**src/shared/hsb_pkg.sv**
```systemverilog
// hsb_pkg: constants and types for the hot-swap bus buffer control
// assumes a 20 MHz core clock; every time below becomes cycles of that clock
package hsb_pkg;
    // core clock
    localparam int CLK_PERIOD_NS = 50;
    // stuck-low timeout, least time, rounded up
    localparam int STUCK_TIME_US = 30000;
    localparam int STUCK_CYCLES = (STUCK_TIME_US * 1000 + CLK_PERIOD_NS - 1) / CLK_PERIOD_NS;
    localparam int STUCK_W = 20;
    // bus idle time, typical figure, rounded up
    localparam int IDLE_TIME_US = 95;
    localparam int IDLE_CYCLES = (IDLE_TIME_US * 1000 + CLK_PERIOD_NS - 1) / CLK_PERIOD_NS;
    localparam int IDLE_W = 11;
    // recovery clock half period, longest time, rounded down
    localparam int PULSE_HALF_NS = 5000;
    localparam int PULSE_HALF_CYCLES = PULSE_HALF_NS / CLK_PERIOD_NS;
    localparam int PHASE_W = 7;
    // recovery pulse budget
    localparam int PULSE_MAX = 16;
    localparam int PULSE_W = 5;
    // synchroniser bit positions
    localparam int SYN_BP_DATA = 0;
    localparam int SYN_BP_CLK = 1;
    localparam int SYN_CARD_DATA = 2;
    localparam int SYN_CARD_CLK = 3;
    localparam int SYN_ENABLE = 4;
    localparam int SYN_ACC_N = 5;
    localparam int SYN_W = 6;
    // reset values
    localparam logic [SYN_W-1:0] SYN_RST = 6'h3F;

    typedef enum logic [1:0] {ST_WAIT, ST_CONN, ST_RECOVER} hsb_state_t;
endpackage : hsb_pkg

```
**src/rtl/hsb_ctrl.sv**
```systemverilog
// hsb_ctrl: connection, stuck-bus and recovery control of a hot-swap two-wire bus buffer
// assumes open-drain lines resolved outside; all pins arrive asynchronous to clk
// Contract
// card data or clock low for 30 ms opens both lines
// stuck disconnect pulls the active-low fault output low
// after stuck disconnect drive at most 16 pulses on card clock
// reconnect automatically once the stuck bus is free
// with enable high, connect only after stop condition or 95 us idle bus
// enable low disconnects data and clock between the two segments
// open-drain ready output shows whether the segments are connected
// accelerator input low turns rise-time boost on, high turns it off
// while connected, lows on each line are mirrored in both directions
// stuck timer restarts while card lines high; fault released at reconnection
// all intervals are counted cycles of the free-running core clock; the counters advance only in cycles with clk_en high
`timescale 1ns/100ps
`default_nettype none
module hsb_ctrl #(
    parameter int STUCK_LIMIT = hsb_pkg::STUCK_CYCLES
) (
    input wire logic clk,
    input wire logic arst_n,
    input wire logic clk_en,
    input wire logic backplane_data_line_in,
    output logic backplane_data_line_out,
    output logic backplane_data_line_oe_n,
    input wire logic backplane_clock_line_in,
    output logic backplane_clock_line_out,
    output logic backplane_clock_line_oe_n,
    input wire logic card_data_line_in,
    output logic card_data_line_out,
    output logic card_data_line_oe_n,
    input wire logic card_clock_line_in,
    output logic card_clock_line_out,
    output logic card_clock_line_oe_n,
    input wire logic enable,
    input wire logic acc_n,
    output logic ready_out,
    output logic ready_oe_n,
    output logic fault_n_out,
    output logic fault_n_oe_n,
    output logic accel_on
);
    import hsb_pkg::*;

    logic [SYN_W-1:0] sync1_ff, sync2_ff;
    hsb_state_t state_ff, nxt_state;
    logic [STUCK_W-1:0] stuck_cnt_ff, nxt_stuck_cnt;
    logic [IDLE_W-1:0] idle_cnt_ff, nxt_idle_cnt;
    logic [PULSE_W-1:0] pulse_cnt_ff, nxt_pulse_cnt;
    logic [PHASE_W-1:0] phase_cnt_ff, nxt_phase_cnt;
    logic rec_low_ff, nxt_rec_low;
    logic drv_card_data_ff, nxt_drv_card_data;
    logic drv_card_clk_ff, nxt_drv_card_clk;
    logic drv_bp_data_ff, nxt_drv_bp_data;
    logic drv_bp_clk_ff, nxt_drv_bp_clk;
    logic fault_ff, nxt_fault;
    logic ready_ff, nxt_ready;
    logic accel_ff, nxt_accel;
    logic bp_data_d_ff;
    logic [3:0] own1_ff, nxt_own1, own2_ff, nxt_own2, echo_mask;
    logic s_bp_data, s_bp_clk, s_card_data, s_card_clk, s_en, s_acc_n;
    logic card_low, bus_high, stuck_hit, idle_hit, stop_seen, phase_end;

    assign s_bp_data = sync2_ff[SYN_BP_DATA];
    assign s_bp_clk = sync2_ff[SYN_BP_CLK];
    assign s_card_data = sync2_ff[SYN_CARD_DATA];
    assign s_card_clk = sync2_ff[SYN_CARD_CLK];
    assign s_en = sync2_ff[SYN_ENABLE];
    assign s_acc_n = sync2_ff[SYN_ACC_N];

    // two-flop synchroniser for every bus, enable and accelerator pin
    always_ff @(posedge clk or negedge arst_n) begin
        if (!arst_n) begin
            sync1_ff <= SYN_RST;
            sync2_ff <= SYN_RST;
            bp_data_d_ff <= 1'b1;
        end else if (clk_en) begin
            sync1_ff <= {acc_n, enable, card_clock_line_in, card_data_line_in,
                         backplane_clock_line_in, backplane_data_line_in};
            sync2_ff <= sync1_ff;
            bp_data_d_ff <= s_bp_data;
        end
    end

    always_comb begin
        card_low = !s_card_data || !s_card_clk;
        bus_high = s_bp_data && s_bp_clk && s_card_data && s_card_clk;
        stuck_hit = card_low && (state_ff != ST_RECOVER) &&
                    (stuck_cnt_ff == STUCK_W'(STUCK_LIMIT - 1));
        idle_hit = bus_high && (idle_cnt_ff == IDLE_W'(IDLE_CYCLES - 1));
        stop_seen = s_bp_clk && s_bp_data && !bp_data_d_ff;
        phase_end = (phase_cnt_ff == PHASE_W'(PULSE_HALF_CYCLES - 1));
        // own drives, still visible through the synchroniser for two cycles
        echo_mask = {drv_card_clk_ff, drv_card_data_ff, drv_bp_clk_ff, drv_bp_data_ff} | own1_ff | own2_ff;
    end

    always_comb begin
        nxt_state = state_ff;
        nxt_stuck_cnt = stuck_cnt_ff;
        nxt_idle_cnt = idle_cnt_ff;
        nxt_pulse_cnt = pulse_cnt_ff;
        nxt_phase_cnt = phase_cnt_ff;
        nxt_rec_low = rec_low_ff;
        nxt_fault = fault_ff;
        // stuck-low timer
        if (!card_low || state_ff == ST_RECOVER) begin
            nxt_stuck_cnt = '0;
        end else if (!stuck_hit) begin
            nxt_stuck_cnt = stuck_cnt_ff + 1'b1;
        end
        // idle timer
        if (!bus_high) begin
            nxt_idle_cnt = '0;
        end else if (!idle_hit) begin
            nxt_idle_cnt = idle_cnt_ff + 1'b1;
        end
        case (state_ff)
            ST_WAIT: begin
                if (stuck_hit) begin
                    nxt_state = ST_RECOVER;
                    nxt_fault = 1'b1;
                    nxt_pulse_cnt = '0;
                    nxt_phase_cnt = '0;
                    nxt_rec_low = 1'b0;
                end else if (s_en && (idle_hit || stop_seen)) begin
                    nxt_state = ST_CONN;
                    nxt_fault = 1'b0;
                end
            end
            ST_CONN: begin
                if (stuck_hit) begin
                    nxt_state = ST_RECOVER;
                    nxt_fault = 1'b1;
                    nxt_pulse_cnt = '0;
                    nxt_phase_cnt = '0;
                    nxt_rec_low = 1'b0;
                end else if (!s_en) begin
                    nxt_state = ST_WAIT;
                end
            end
            ST_RECOVER: begin
                if (!rec_low_ff && !card_low) begin
                    nxt_state = ST_WAIT;
                    nxt_phase_cnt = '0;
                end else if (phase_end) begin
                    nxt_phase_cnt = '0;
                    if (rec_low_ff) begin
                        nxt_rec_low = 1'b0;
                        nxt_pulse_cnt = pulse_cnt_ff + 1'b1;
                    end else if (pulse_cnt_ff < PULSE_W'(PULSE_MAX)) begin
                        nxt_rec_low = 1'b1;
                    end
                end else begin
                    nxt_phase_cnt = phase_cnt_ff + 1'b1;
                end
            end
            default: begin
                nxt_state = ST_WAIT;
            end
        endcase
        nxt_own1 = {drv_card_clk_ff, drv_card_data_ff, drv_bp_clk_ff, drv_bp_data_ff};
        nxt_own2 = own1_ff;
        // mirroring; own lows masked until released, else the two sides ping-pong
        nxt_drv_card_data = (nxt_state == ST_CONN) && !s_bp_data && !echo_mask[SYN_BP_DATA];
        nxt_drv_bp_data = (nxt_state == ST_CONN) && !s_card_data && !echo_mask[SYN_CARD_DATA];
        nxt_drv_bp_clk = (nxt_state == ST_CONN) && !s_card_clk && !echo_mask[SYN_CARD_CLK];
        nxt_drv_card_clk = ((nxt_state == ST_CONN) && !s_bp_clk && !echo_mask[SYN_BP_CLK]) ||
                           ((nxt_state == ST_RECOVER) && nxt_rec_low);
        nxt_ready = (nxt_state == ST_CONN);
        nxt_accel = !s_acc_n;
    end

    always_ff @(posedge clk or negedge arst_n) begin
        if (!arst_n) begin
            state_ff <= ST_WAIT;
            stuck_cnt_ff <= '0;
            idle_cnt_ff <= '0;
            pulse_cnt_ff <= '0;
            phase_cnt_ff <= '0;
            rec_low_ff <= 1'b0;
            drv_card_data_ff <= 1'b0;
            drv_card_clk_ff <= 1'b0;
            drv_bp_data_ff <= 1'b0;
            drv_bp_clk_ff <= 1'b0;
            fault_ff <= 1'b0;
            ready_ff <= 1'b0;
            accel_ff <= 1'b0;
            own1_ff <= '0;
            own2_ff <= '0;
        end else if (clk_en) begin
            state_ff <= nxt_state;
            stuck_cnt_ff <= nxt_stuck_cnt;
            idle_cnt_ff <= nxt_idle_cnt;
            pulse_cnt_ff <= nxt_pulse_cnt;
            phase_cnt_ff <= nxt_phase_cnt;
            rec_low_ff <= nxt_rec_low;
            drv_card_data_ff <= nxt_drv_card_data;
            drv_card_clk_ff <= nxt_drv_card_clk;
            drv_bp_data_ff <= nxt_drv_bp_data;
            drv_bp_clk_ff <= nxt_drv_bp_clk;
            fault_ff <= nxt_fault;
            ready_ff <= nxt_ready;
            accel_ff <= nxt_accel;
            own1_ff <= nxt_own1;
            own2_ff <= nxt_own2;
        end
    end

    // open-drain pins only ever pull low
    assign backplane_data_line_out = 1'b0;
    assign backplane_clock_line_out = 1'b0;
    assign card_data_line_out = 1'b0;
    assign card_clock_line_out = 1'b0;
    assign ready_out = 1'b0;
    assign fault_n_out = 1'b0;
    assign backplane_data_line_oe_n = !drv_bp_data_ff;
    assign backplane_clock_line_oe_n = !drv_bp_clk_ff;
    assign card_data_line_oe_n = !drv_card_data_ff;
    assign card_clock_line_oe_n = !drv_card_clk_ff;
    assign ready_oe_n = ready_ff;
    assign fault_n_oe_n = !fault_ff;
    assign accel_on = accel_ff;
endmodule : hsb_ctrl
`default_nettype wire

```
**config.mk**
```make
export PLATFORM = sky130hd
export DESIGN_NAME = hsb_ctrl
export DESIGN_NICKNAME = d
export VERILOG_FILES = /design/src/shared/hsb_pkg.sv /design/src/rtl/hsb_ctrl.sv
export SDC_FILE = /design/constraint.sdc
export NUM_CORES = 1
export LEC_CHECK = 0
export ABC_CLOCK_PERIOD_IN_PS = 4360
export BUFFER_PORTS_ARGS = -buffer_cell sky130_fd_sc_hd__buf_4
export CELL_PAD_IN_SITES_DETAIL_PLACEMENT = 0
export CELL_PAD_IN_SITES_GLOBAL_PLACEMENT = 1
export CORE_ASPECT_RATIO = 1.4
export CORE_UTILIZATION = 48
export CTS_CLUSTER_DIAMETER = 150
export DETAILED_ROUTE_END_ITERATION = 10
export HOLD_SLACK_MARGIN = 0.1
export PLACE_DENSITY = 0.87
export SYNTH_ARGS = -nofsm -noshare
export SYNTH_HDL_FRONTEND = slang
export SYNTH_SLANG_ARGS = --single-unit
```
**constraint.sdc**
```tcl
create_clock -name clk -period 4.36 [get_ports clk]
set_input_delay 0.218 -clock clk [delete_from_list [all_inputs] [get_ports clk]]
set_output_delay 0.218 -clock clk [all_outputs]
set_load 0.02 [all_outputs]
```
==> metrics.yaml, run 1 <==
die_area_um2: 8200
synth_edf_count: 0
fin_setup_tns_ns: 0
port_buffers: 15
yosysSeqAreaShare_pct: 49.6
gp_congestion: 0.806
rsz0062_at_grt: "no"
ant_nets: 0
clk_pin_slew_worst_paths_ns: 0.07
finalCriticalPeriod_ns: 2.44
num_antenna_cells: 0
synthFlopType: "dfrtp_1"
die_height_um: 107
drt_iter0_markers: 190
fmax_mhz: 410
cts-resized-gates: 0
ir_drop_mv: 0.225
p_per_area_nw_per_um2: 393
drtPass1Iterations: 5
drive_above_1_share_pct: 18.8
status: "completed"
hp-class: "primary input to flop"
grt_pass1_vias: 2853
setup_viol: 0
cts_max_level: 3
cp-start-kind: "flop"
grt_max_degree: 75
worst_setup_path_end_kind: "flop"
io_pins: 22
syn_to_final_growth_pct: 12.1
worst_clock_skew_ns: 0.00809
clock_latency_ns: 0.36
cap_viol_max_count: 0
synth_warnings: 0
cts_buffers: 9
drt-total-wl_um: 7450
netlist-cell-type-count: 60
row_count: 37
use_met3_pct: 4.34
vias: 2847
r2r_cells: 6
worst_pin_slew_ns: 1.01
slew_headroom_pct: 32.3
crit_path_max_fanout: 10
syn_inst: 379
wl_per_cell_um: 14.9
cp.required_ns: 4.66
hold_violations: 0
final_nets: 412
fin_util_pct: 56.6
syn-mean-instance-area_um2: 9.93
grt_pass1_wl_um: 13200
top_usage_layer: "met2"
synth_area_um2: 3760
cts.sinks: 74
dp_hpwl_um: 5040
coreArea_um2: 7450
leakagePower_nw: 1.77
use_met1_pct: 25.0
async_reset_ff_share_pct: 100
slew_violations: 0
post-route-cell-area_um2: 4220
ys_ff_latch: 74
critPathArrivalTime_ns: 2.73
cts_tree: "built"
grt_overflow: 0
critical_path_class: "flop to flop"
start_util_pct: 50.5
fin_crit_sh_pct: 55.9
viasPerCell: 5.68
use_met2_pct: 34.6
antenna_found_initial: 0
drc: 0
place_area_um2: 3900
clockBufferDepth: 2
die_w_um: 76.8
cts_root_buf: "clkbuf_8"
grt_usage_pct: 20.7
min_path_cells: 3
cells by family after synthesis:
family / share of synthesized area (%)
DFF: 49.6
other: 0.0996
xor gates and xnor gates: 2.79
adders and majority gates: 1.33
AOI/OAI and AO/OA: 11.6
and+or+nand+nor: 22.9
muxes: 7.11
buffers and inverters: 4.49
Yosys cell counts (4+ instances only):
master    number  area share (%)
dfstp_2       13             9.1
xnor2_1        7             1.6
xor2_1         5             1.2
or4_1         11             2.2
buf_4          6             1.2
clkbuf_1       6            0.60
o21ai_0       26             3.5
nor2_1        31             3.1
nand2_1       39             3.9
dfrtp_1       61              41
ha_1           4             1.3
inv_1         11             1.1
nor4_1         4            0.66
and3_1         8             1.3
mux2_2        22             6.6
a21oi_1        9             1.2
nand3_1       28             3.7
nand4_1        8             1.3
a31oi_1        4            0.66
o31ai_1        8             1.6
nor3_1         8             1.1
registers in the layout, summed over array words and instances, names as in the netlist, 2 cells and up:
register / flops
nxt_own2: 4
pulse_cnt_ff: 5
idle_cnt_ff: 11
own2_ff: 4
stuck_cnt_ff: 20
phase_cnt_ff: 7
sync2_ff: 6
state_ff: 2
sync1_ff: 6
layer usage:
| layer | up-vias | wire, um | part of all wire [%] |
|---|---|---|---|
| met1 | 1384 | 3310 | 44 |
| li1 | 1407 | - | - |
| met2 | 47 | 3800 | 51 |
| met4 | 0 | 119 | 1.6 |
| met5 | - | 0 | 0 |
| met3 | 9 | 217 | 2.9 |
worst max-delay path, cell delays in order, from the launching register on:
cell	delay [ns]
dfrtp_1	0.41
ha_1	0.22
inv_2	0.05
or4_1	0.52
o41a_1	0.59
or4_1	0.51
nand3_1	0.09
placed cells by master, fill, tap and decap left out, drive strengths merged, types with 2 or more instances in the layout:
master	instances
a211o	2
a21o	3
a21oi	9
a31oi	4
and2	2
and3	8
and4	3
buf	15
bufinv	3
clkbuf	10
clkinv	2
clkinvlp	2
conb	6
dfrtp	61
dfstp	13
dlygate4sd3	7
ha	4
inv	12
mux2	22
mux2i	2
nand2	40
nand2b	2
nand3	29
nand3b	2
nand4	8
nor2	31
nor2b	2
nor3	8
nor4	4
o21a	2
o21ai	29
o22ai	3
o311ai	3
o31ai	8
o41ai	2
or2	2
or3	4
or4	11
xnor2	7
xor2	5
path summary, 6_finish.rpt:
check	from	endpoint	slack, ns
max	stuck_cnt_ff[0]	phase_cnt_ff[5]	1.92
min	clk_en	state_ff[1]	0.38
max reg2reg	stuck_cnt_ff[0]	phase_cnt_ff[5]	1.92
min reg2reg	phase_cnt_ff[6]	phase_cnt_ff[6]	0.50
max in group asynchronous	arst_n	idle_cnt_ff[5]	3.25
min in group asynchronous	arst_n	phase_cnt_ff[5]	0.54
per-stage QoR:
| step | cells | worst slack (ns) | total power, mW | hold slack, ns |
|---|---|---|---|---|
| floorplan | 384 | 2.07 | 0.950 | -0.0776 |
| global placement | 478 | 1.85 | 1.00 | 0.397 |
| detailed placement | 478 | 1.78 | 1.01 | 0.420 |
| CTS | 501 | 1.93 | 1.68 | 0.368 |
| global route | 501 | 1.71 | 1.75 | 0.429 |
| finish | 501 | 1.92 | 1.66 | 0.384 |
timing repair:
item | CTS | global route
hold buffers | 7 | 0
hold endpoints to repair | 67 | 0
buffers inserted | 0 | 0
final cells by class:
class	count	area, um^2
Fill cell	663	3240
Inverter	13	48.8
Sequential cell	74	1870
Clock buffer	10	138
Tap cell	97	121
Multi-Input combinational cell	279	1750
Clock inverter	6	114
Timing Repair Buffer	22	183
where the power goes:
group          leakage (nW)  switching [mW]  internal, mW  total [mW]
logic                 0.697           0.122        0.0817       0.204
clock network         0.119           0.260         0.396       0.657
registers             0.950          0.0490         0.748       0.797
total                  1.77           0.432          1.23        1.66
(Power assumes the default switching activity.)
==> run 2, diff against run 1 <==
--- a/config.mk
+++ b/config.mk
@@ -5,16 +5,17 @@
 export SDC_FILE = /design/constraint.sdc
 export NUM_CORES = 1
 export LEC_CHECK = 0
-export ABC_CLOCK_PERIOD_IN_PS = 4360
+export ABC_AREA = 1
+export ABC_CLOCK_PERIOD_IN_PS = 2300
 export BUFFER_PORTS_ARGS = -buffer_cell sky130_fd_sc_hd__buf_4
 export CELL_PAD_IN_SITES_DETAIL_PLACEMENT = 0
 export CELL_PAD_IN_SITES_GLOBAL_PLACEMENT = 1
 export CORE_ASPECT_RATIO = 1.4
-export CORE_UTILIZATION = 48
+export CORE_UTILIZATION = 45
 export CTS_CLUSTER_DIAMETER = 150
 export DETAILED_ROUTE_END_ITERATION = 10
 export HOLD_SLACK_MARGIN = 0.1
-export PLACE_DENSITY = 0.87
+export PLACE_DENSITY = 0.86
 export SYNTH_ARGS = -nofsm -noshare
 export SYNTH_HDL_FRONTEND = slang
 export SYNTH_SLANG_ARGS = --single-unit
==> constraint.sdc (replaced) <==
create_clock -name clk -period 2.3 [get_ports clk]
set_input_delay 0.115 -clock clk [delete_from_list [all_inputs] [get_ports clk]]
set_output_delay 0.115 -clock clk [all_outputs]
set_load 0.02 [all_outputs]
==> metrics.yaml, run 2 <==
reg.largest.list: "stuck_cnt_ff (20), idle_cnt_ff (11), phase_cnt_ff (7)"
cp_common_cell: "nor2_4"
worst_setup_path_end_kind: "flop"
place_area_um2: 4480  # +15%
worstSetupStartpoint: "stuck_cnt_ff[0]"
reg2reg_from: "stuck_cnt_ff[0]"
coreArea_um2: 9030  # +21%
antenna_found_initial: 0  # unchanged
grt_usage_pct: 21.8  # +1.1 points
synth.top_cell.area_share_pct: 36.4  # -4.2 points
clockBufferDepth: 2  # unchanged
grt_pass1_vias: 3643  # +28%
yosys.area.top_type: "dfrtp_1"
path_cells: "ha_1 -> nand2_2 -> nor2_4 -> inv_2 -> nor2_4 -> nand2_2 -> nor2_4 -> nor2_4 -> nand4_1 -> o21ai_2"
cts_max_level: 3  # unchanged
cts_root_buf: "clkbuf_16"
async_reset_ff_share_pct: 100  # unchanged
crit_path_max_fanout: 29  # +19
r2r_setup_slack_ns: 0.35  # -1.58 ns
rsz0062_at_grt: "no"
synth.most_common_cell: "nand2_1"
ir_drop_mv: 0.539  # +140%
cap_viol_max_count: 0  # unchanged
critPathTopFamily: "simple AND/OR/NAND/NOR gates"
synth_edf_count: 0  # unchanged
p_per_area_nw_per_um2: 778  # +98%
die_height_um: 116  # +8.9%
die_w_um: 83.6  # +8.8%
drc: 0  # unchanged
drt_iter0_markers: 238  # +25%
yosysSeqAreaShare_pct: 44.5  # -5.1 points
gp_congestion: 0.868  # +7.7%
cts_buffers: 9  # unchanged
cts_setup_buffers: 0  # unchanged
cts.sinks: 74  # unchanged
slew_violations: 0  # unchanged
num_antenna_cells: 0  # unchanged
hp-class: "primary input to flop"
yosys-top-cells-area: "dfrtp_1, nand2_1, dfstp_2"
hold_violations: 0  # unchanged
status: "completed"
endpoint: "stuck_cnt_ff[4]"
cpPeakStageDelay_ns: 0.54  # -0.05 ns
port_buffers: 15  # unchanged
clock_latency_ns: 0.33  # -0.03 ns
critical_path_class: "flop to flop"
ant_nets: 0  # unchanged
netlist-cell-type-count: 38  # -37%
slowest_stage: "nor2_4"
synth_area_um2: 4200  # +11%
die_area_um2: 9720  # +18%
cp.required_ns: 2.56  # -2.10 ns
critPathArrivalTime_ns: 2.21  # -0.52 ns
grt_max_degree: 75  # unchanged
largest_reg_flops: 20  # unchanged
final_nets: 611  # +48%
dp_hpwl_um: 6970  # +38%
cp_num_buf_inv: 1  # unchanged
slew_headroom_pct: 36.1  # +3.8 points
drive_above_1_share_pct: 13.9  # -4.9 points
drt-total-wl_um: 9770  # +31%
synthFlopType: "dfrtp_1"
viasPerCell: 5.22  # -8.2%
leakagePower_nw: 2.23  # +27%
grt_pass1_wl_um: 16700  # +26%
finalCriticalPeriod_ns: 1.95  # -0.482 ns
r2r_cells: 10  # +4
post-route-cell-area_um2: 4890  # +16%
final_cell_mix: "nand2_1, inv_1, dfrtp_1"
io_pins: 22  # unchanged
synth_warnings: 0  # unchanged
cp-start-kind: "flop"
r2r_end: "stuck_cnt_ff[4]"
fmax_mhz: 512  # +25%
final_common_cell: "nand2_1"
vias: 3703  # +30%
cp.depth: 10  # +4
worst_pin_slew_ns: 0.959  # -0.0478 ns
grt_overflow: 0  # unchanged
synthTopCellsByCount: "nand2_1, inv_1, dfrtp_1, nor2_1, nand3_1"
drtPass1Iterations: 4  # -1
syn-mean-instance-area_um2: 7.46  # -25%
syn_to_final_growth_pct: 16.5
top_register: "stuck_cnt_ff"
syn_inst: 562  # +48%
clk_pin_slew_worst_paths_ns: 0.06  # about the same
wl_per_cell_um: 13.8  # -7.5%
ys_ff_latch: 74  # unchanged
fin_crit_sh_pct: 85.0  # +29 points
start_util_pct: 46.5  # -4.0 points
row_count: 41  # +11%
setup_viol: 0  # unchanged
worst_clock_skew_ns: 0.00536  # -0.00273 ns
hold_ws_ns: 0.299  # -0.0851 ns
cts_tree: "built"
run 2: cell types whose count changed in the layout (fill, tap and decap cells not counted), sizes merged, moves of 18 or more:
cell   delta
nand4    +25
buf      +18
mux2     -22
nor2     +20
inv      +55
nand2   +135
run 2: stage by stage:
stage	util (%)	total power [mW]	setup TNS, ns	instances	setup slack (ns)
2_1_floorplan	-	2.02	0	567	0.580
3_3_place_gp	49.6	2.22	0	687	0.0615
3_5_place_dp	49.6	2.24	-0.0542	687	-0.0301
4_1_cts	54.1	3.83	0	710	0.386
5_1_grt	54.1	4.00	0	710	0.214
6_report	54.1	3.80	0	710	0.346
run 2: worst register-to-register path, delay by kind of cell, from the launching register on:
| kind | cells | cell delay (ns) |
|---|---|---|
| simple gates | 7 | 1.08 |
| compound gates | 1 | 0.11 |
| fa+ha+maj | 1 | 0.23 |
| flops | 1 | 0.39 |
| buf+inv | 1 | 0.07 |
run 2: cells by family (layout without fill, tap and decap cells):
kind of cell	after synthesis	in the layout	share of synthesized area, %
and+or+nand+nor	318	318	34.1
buffers and inverters	87	123	8.83
DFF	74	74	44.5
AOI/OAI and AO/OA	66	66	8.71
xor gates and xnor gates	12	12	2.51
adders and majority gates	4	4	1.19
other	1	6	0.0894
run 2: power by group:
| group | internal (mW) | switching (mW) | leakage (nW) |
|---|---|---|---|
| combinational | 0.244 | 0.437 | 1.10 |
| sequential | 1.45 | 0.104 | 0.972 |
| clock | 0.993 | 0.575 | 0.164 |
| total | 2.68 | 1.12 | 2.23 |
run 2: what timing repair did:
item                                    CTS  global route
hold buffers                              7             0
resized for setup                         1             0
endpoints found under the setup margin    2             0
endpoints found under the hold margin    67             0
run 2: final cells by class:
class	count	area, um^2
flip-flops and latches	74	1870
well taps	107	134
multi-input cells	406	1980
inverters	67	253
repair buffers	40	318
clock inverters	6	95.1
clock buffers	10	239
fillers	856	4140
run 2: worst min-delay path by stage:
stage / start / endpoint / slack [ns] / depth (start not counted)
after CTS: clk_en / sync2_ff[1] / 0.28 / 4
after global placement: arst_n / idle_cnt_ff[0] / 0.32 / 1
after detailed placement: card_data_line_in / sync1_ff[2] / 0.32 / 3
after floorplan: arst_n / accel_on / -0.18 / 0
after global routing: clk_en / sync1_ff[1] / 0.32 / 4
final: clk_en / sync2_ff[1] / 0.30 / 4
run 2: routing by layer:
metal | wire (um) | GRT usage, % | part of all wire (%) | vias up
li1 | - | - | - | 1891
met1 | 4190 | 24.3 | 43 | 1706
met2 | 4930 | 39.0 | 50 | 82
met3 | 295 | 3.96 | 3.0 | 24
met4 | 348 | 12.9 | 3.6 | 0
met5 | 0 | 0 | 0 | -
==> run 3, diff against run 2 <==
--- a/config.mk
+++ b/config.mk
@@ -6,7 +6,7 @@
 export NUM_CORES = 1
 export LEC_CHECK = 0
 export ABC_AREA = 1
-export ABC_CLOCK_PERIOD_IN_PS = 2300
+export ABC_CLOCK_PERIOD_IN_PS = 1860
 export BUFFER_PORTS_ARGS = -buffer_cell sky130_fd_sc_hd__buf_4
 export CELL_PAD_IN_SITES_DETAIL_PLACEMENT = 0
 export CELL_PAD_IN_SITES_GLOBAL_PLACEMENT = 1
==> constraint.sdc (replaced) <==
create_clock -name clk -period 1.86 [get_ports clk]
set_input_delay 0.093 -clock clk [delete_from_list [all_inputs] [get_ports clk]]
set_output_delay 0.093 -clock clk [all_outputs]
set_load 0.02 [all_outputs]
==> metrics.yaml, run 3 (synthesis gave the netlist of run 2 again) <==
status: "completed"
cts_buffers: 9  # unchanged
clock_latency_ns: 0.34  # about the same
port_buffers: 15  # unchanged
drc: 0  # unchanged
drt_iter0_markers: 214  # -10%
drtPass1Iterations: 4  # unchanged
fmax_mhz: 592  # +16%
setup_viol: 0  # unchanged
viasPerCell: 5.27  # +0.98%
cts_tree: "built"
cp.required_ns: 2.08  # -0.48 ns
grt_max_degree: 43  # -43%
clockBufferDepth: 2  # unchanged
gp_congestion: 0.874  # +0.66%
row_count: 41  # unchanged
die_w_um: 83.6  # unchanged
grt_overflow: 0  # unchanged
min_from: "clk_en"
fin_crit_sh_pct: 90.8  # +5.8 points
p_per_area_nw_per_um2: 918  # +18%
r2r_setup_slack_ns: 0.17  # -0.17 ns
cp_num_buf_inv: 1  # unchanged
critical_path_class: "flop to flop"
ant_nets: 0  # unchanged
cpPeakStageDelay_ns: 0.35  # -0.19 ns
critPathTopFamily: "simple AND/OR/NAND/NOR gates"
clk_pin_slew_worst_paths_ns: 0.06  # about the same
n_fill_cell: 845  # -1.3%
grt_usage_pct: 21.6  # -0.20 points
reg.largest.list: "stuck_cnt_ff (20), idle_cnt_ff (11), phase_cnt_ff (7)"
holdPathEnd: "sync1_ff[2]"
min_path_cells: 4  # unchanged
slowest_stage: "dfrtp_1"
cts_max_level: 3  # unchanged
io_pins: 22  # unchanged
vias: 3750  # +1.3%
cts_root_buf: "clkbuf_16"
leakagePower_nw: 2.23  # about the same
num_antenna_cells: 0  # unchanged
ir_drop_mv: 0.698  # +30%
final_nets: 613  # +0.33%
slew_violations: 0  # unchanged
r2r_end: "rec_low_ff"
hp-class: "primary input to flop"
grt_pass1_wl_um: 16700  # +0.25%
path_cells: "ha_1 -> nand2_2 -> nor2_4 -> nand3_2 -> nor2_4 -> nand3_2 -> nand2_2 -> nand2_4 -> clkinv_2 -> o21ai_0"
drive_above_1_share_pct: 15.9  # +1.9 points
finalPower_mw: 4.54  # +19%
antenna_found_initial: 0  # unchanged
cp-start-kind: "flop"
cap_viol_max_count: 0  # unchanged
cts.sinks: 74  # unchanged
hold_violations: 0  # unchanged
grt_pass1_vias: 3621  # -0.60%
coreArea_um2: 9030  # unchanged
worst_setup_path_end_kind: "flop"
fin_util_pct: 54.8  # +0.68 points
worst_clock_skew_ns: 0.00592  # +0.000558 ns
drt-total-wl_um: 9670  # -0.99%
wl_per_cell_um: 13.6  # -1.3%
final_cell_mix: "nand2_1, inv_1, dfrtp_1"
crit_path_max_fanout: 10  # -66%
critPathArrivalTime_ns: 1.91  # -0.30 ns
r2r_cells: 10  # unchanged
top_register: "stuck_cnt_ff"
final_common_cell: "nand2_1"
worstSetupStartpoint: "stuck_cnt_ff[1]"
start_util_pct: 46.5  # unchanged
die_height_um: 116  # unchanged
syn_to_final_growth_pct: 18.0
die_area_um2: 9720  # unchanged
use_met1_pct: 25.3  # +1.0 points
finalCriticalPeriod_ns: 1.69  # -0.265 ns
reg2reg_from: "stuck_cnt_ff[1]"
top_usage_layer: "met2"
dp_hpwl_um: 7000  # +0.37%
largest_reg_flops: 20  # unchanged
use_met3_pct: 3.04  # -0.92 points
use_met2_pct: 38.8  # -0.22 points
[run 3: cell type report]
cell class | instances | area [um^2] | area share (%)
multi-input cells | 406 | 2010 | 40.7
flip-flops and latches | 74 | 1870 | 37.7
repair buffers | 42 | 370 | 7.48
inverters | 67 | 256 | 5.18
clock buffers | 9 | 225 | 4.55
well taps | 107 | 134 | 2.71
clock inverters | 7 | 80.1 | 1.62
[run 3: metal layers]
metal | vias to the layer above | routed length (um)
met2 | 64 | 5040
met3 | 19 | 208
met1 | 1775 | 4140
li1 | 1892 | -
met4 | 0 | 288
met5 | - | 0
[run 3: through the flow]
| stage | hold slack (ns) | setup slack (ns) | setup TNS [ns] | instance area (um^2) | cells |
|---|---|---|---|---|---|
| finish | 0.202 | 0.171 | 0 | 4950 | 712 |
| global route | 0.241 | -0.0208 | -0.0386 | 4950 | 712 |
| CTS | 0.197 | 0.0815 | 0 | 4880 | 710 |
| detailed placement | 0.0894 | 0.106 | 0 | 4500 | 687 |
| global placement | 0.0764 | 0.162 | 0 | 4500 | 687 |
| floorplan | -0.203 | 0.140 | 0 | 4210 | 567 |
[run 3: report_power, final]
| group | internal (mW) | switching (mW) |
|---|---|---|
| logic | 0.311 | 0.551 |
| registers | 1.79 | 0.131 |
| clock network | 1.05 | 0.711 |
[run 3: timing repair]
action / in CTS / in global routing
hold buffers: 7 / 0
hold endpoints to repair: 38 / 0
gates resized for setup: 0 / 11
setup buffers: 0 / 2
endpoints found under the setup margin: 0 / 27
[run 3: worst max-delay path by stage]
stage                        to  slack (ns)  cells past startpoint
6_report             rec_low_ff        0.17                     10
3_3_place_gp   stuck_cnt_ff[16]        0.16                      8
5_1_grt         phase_cnt_ff[2]       -0.02                     11
3_5_place_dp     idle_cnt_ff[3]        0.11                     10
4_1_cts          drv_bp_data_ff        0.08                      8
2_1_floorplan  stuck_cnt_ff[13]        0.14                     12
[run 3: tightest hold or removal path, stage by stage]
cell and delay, ns:
buf_4 0.13, buf_4 0.19, nand2_1 0.07, nand2_1 0.05
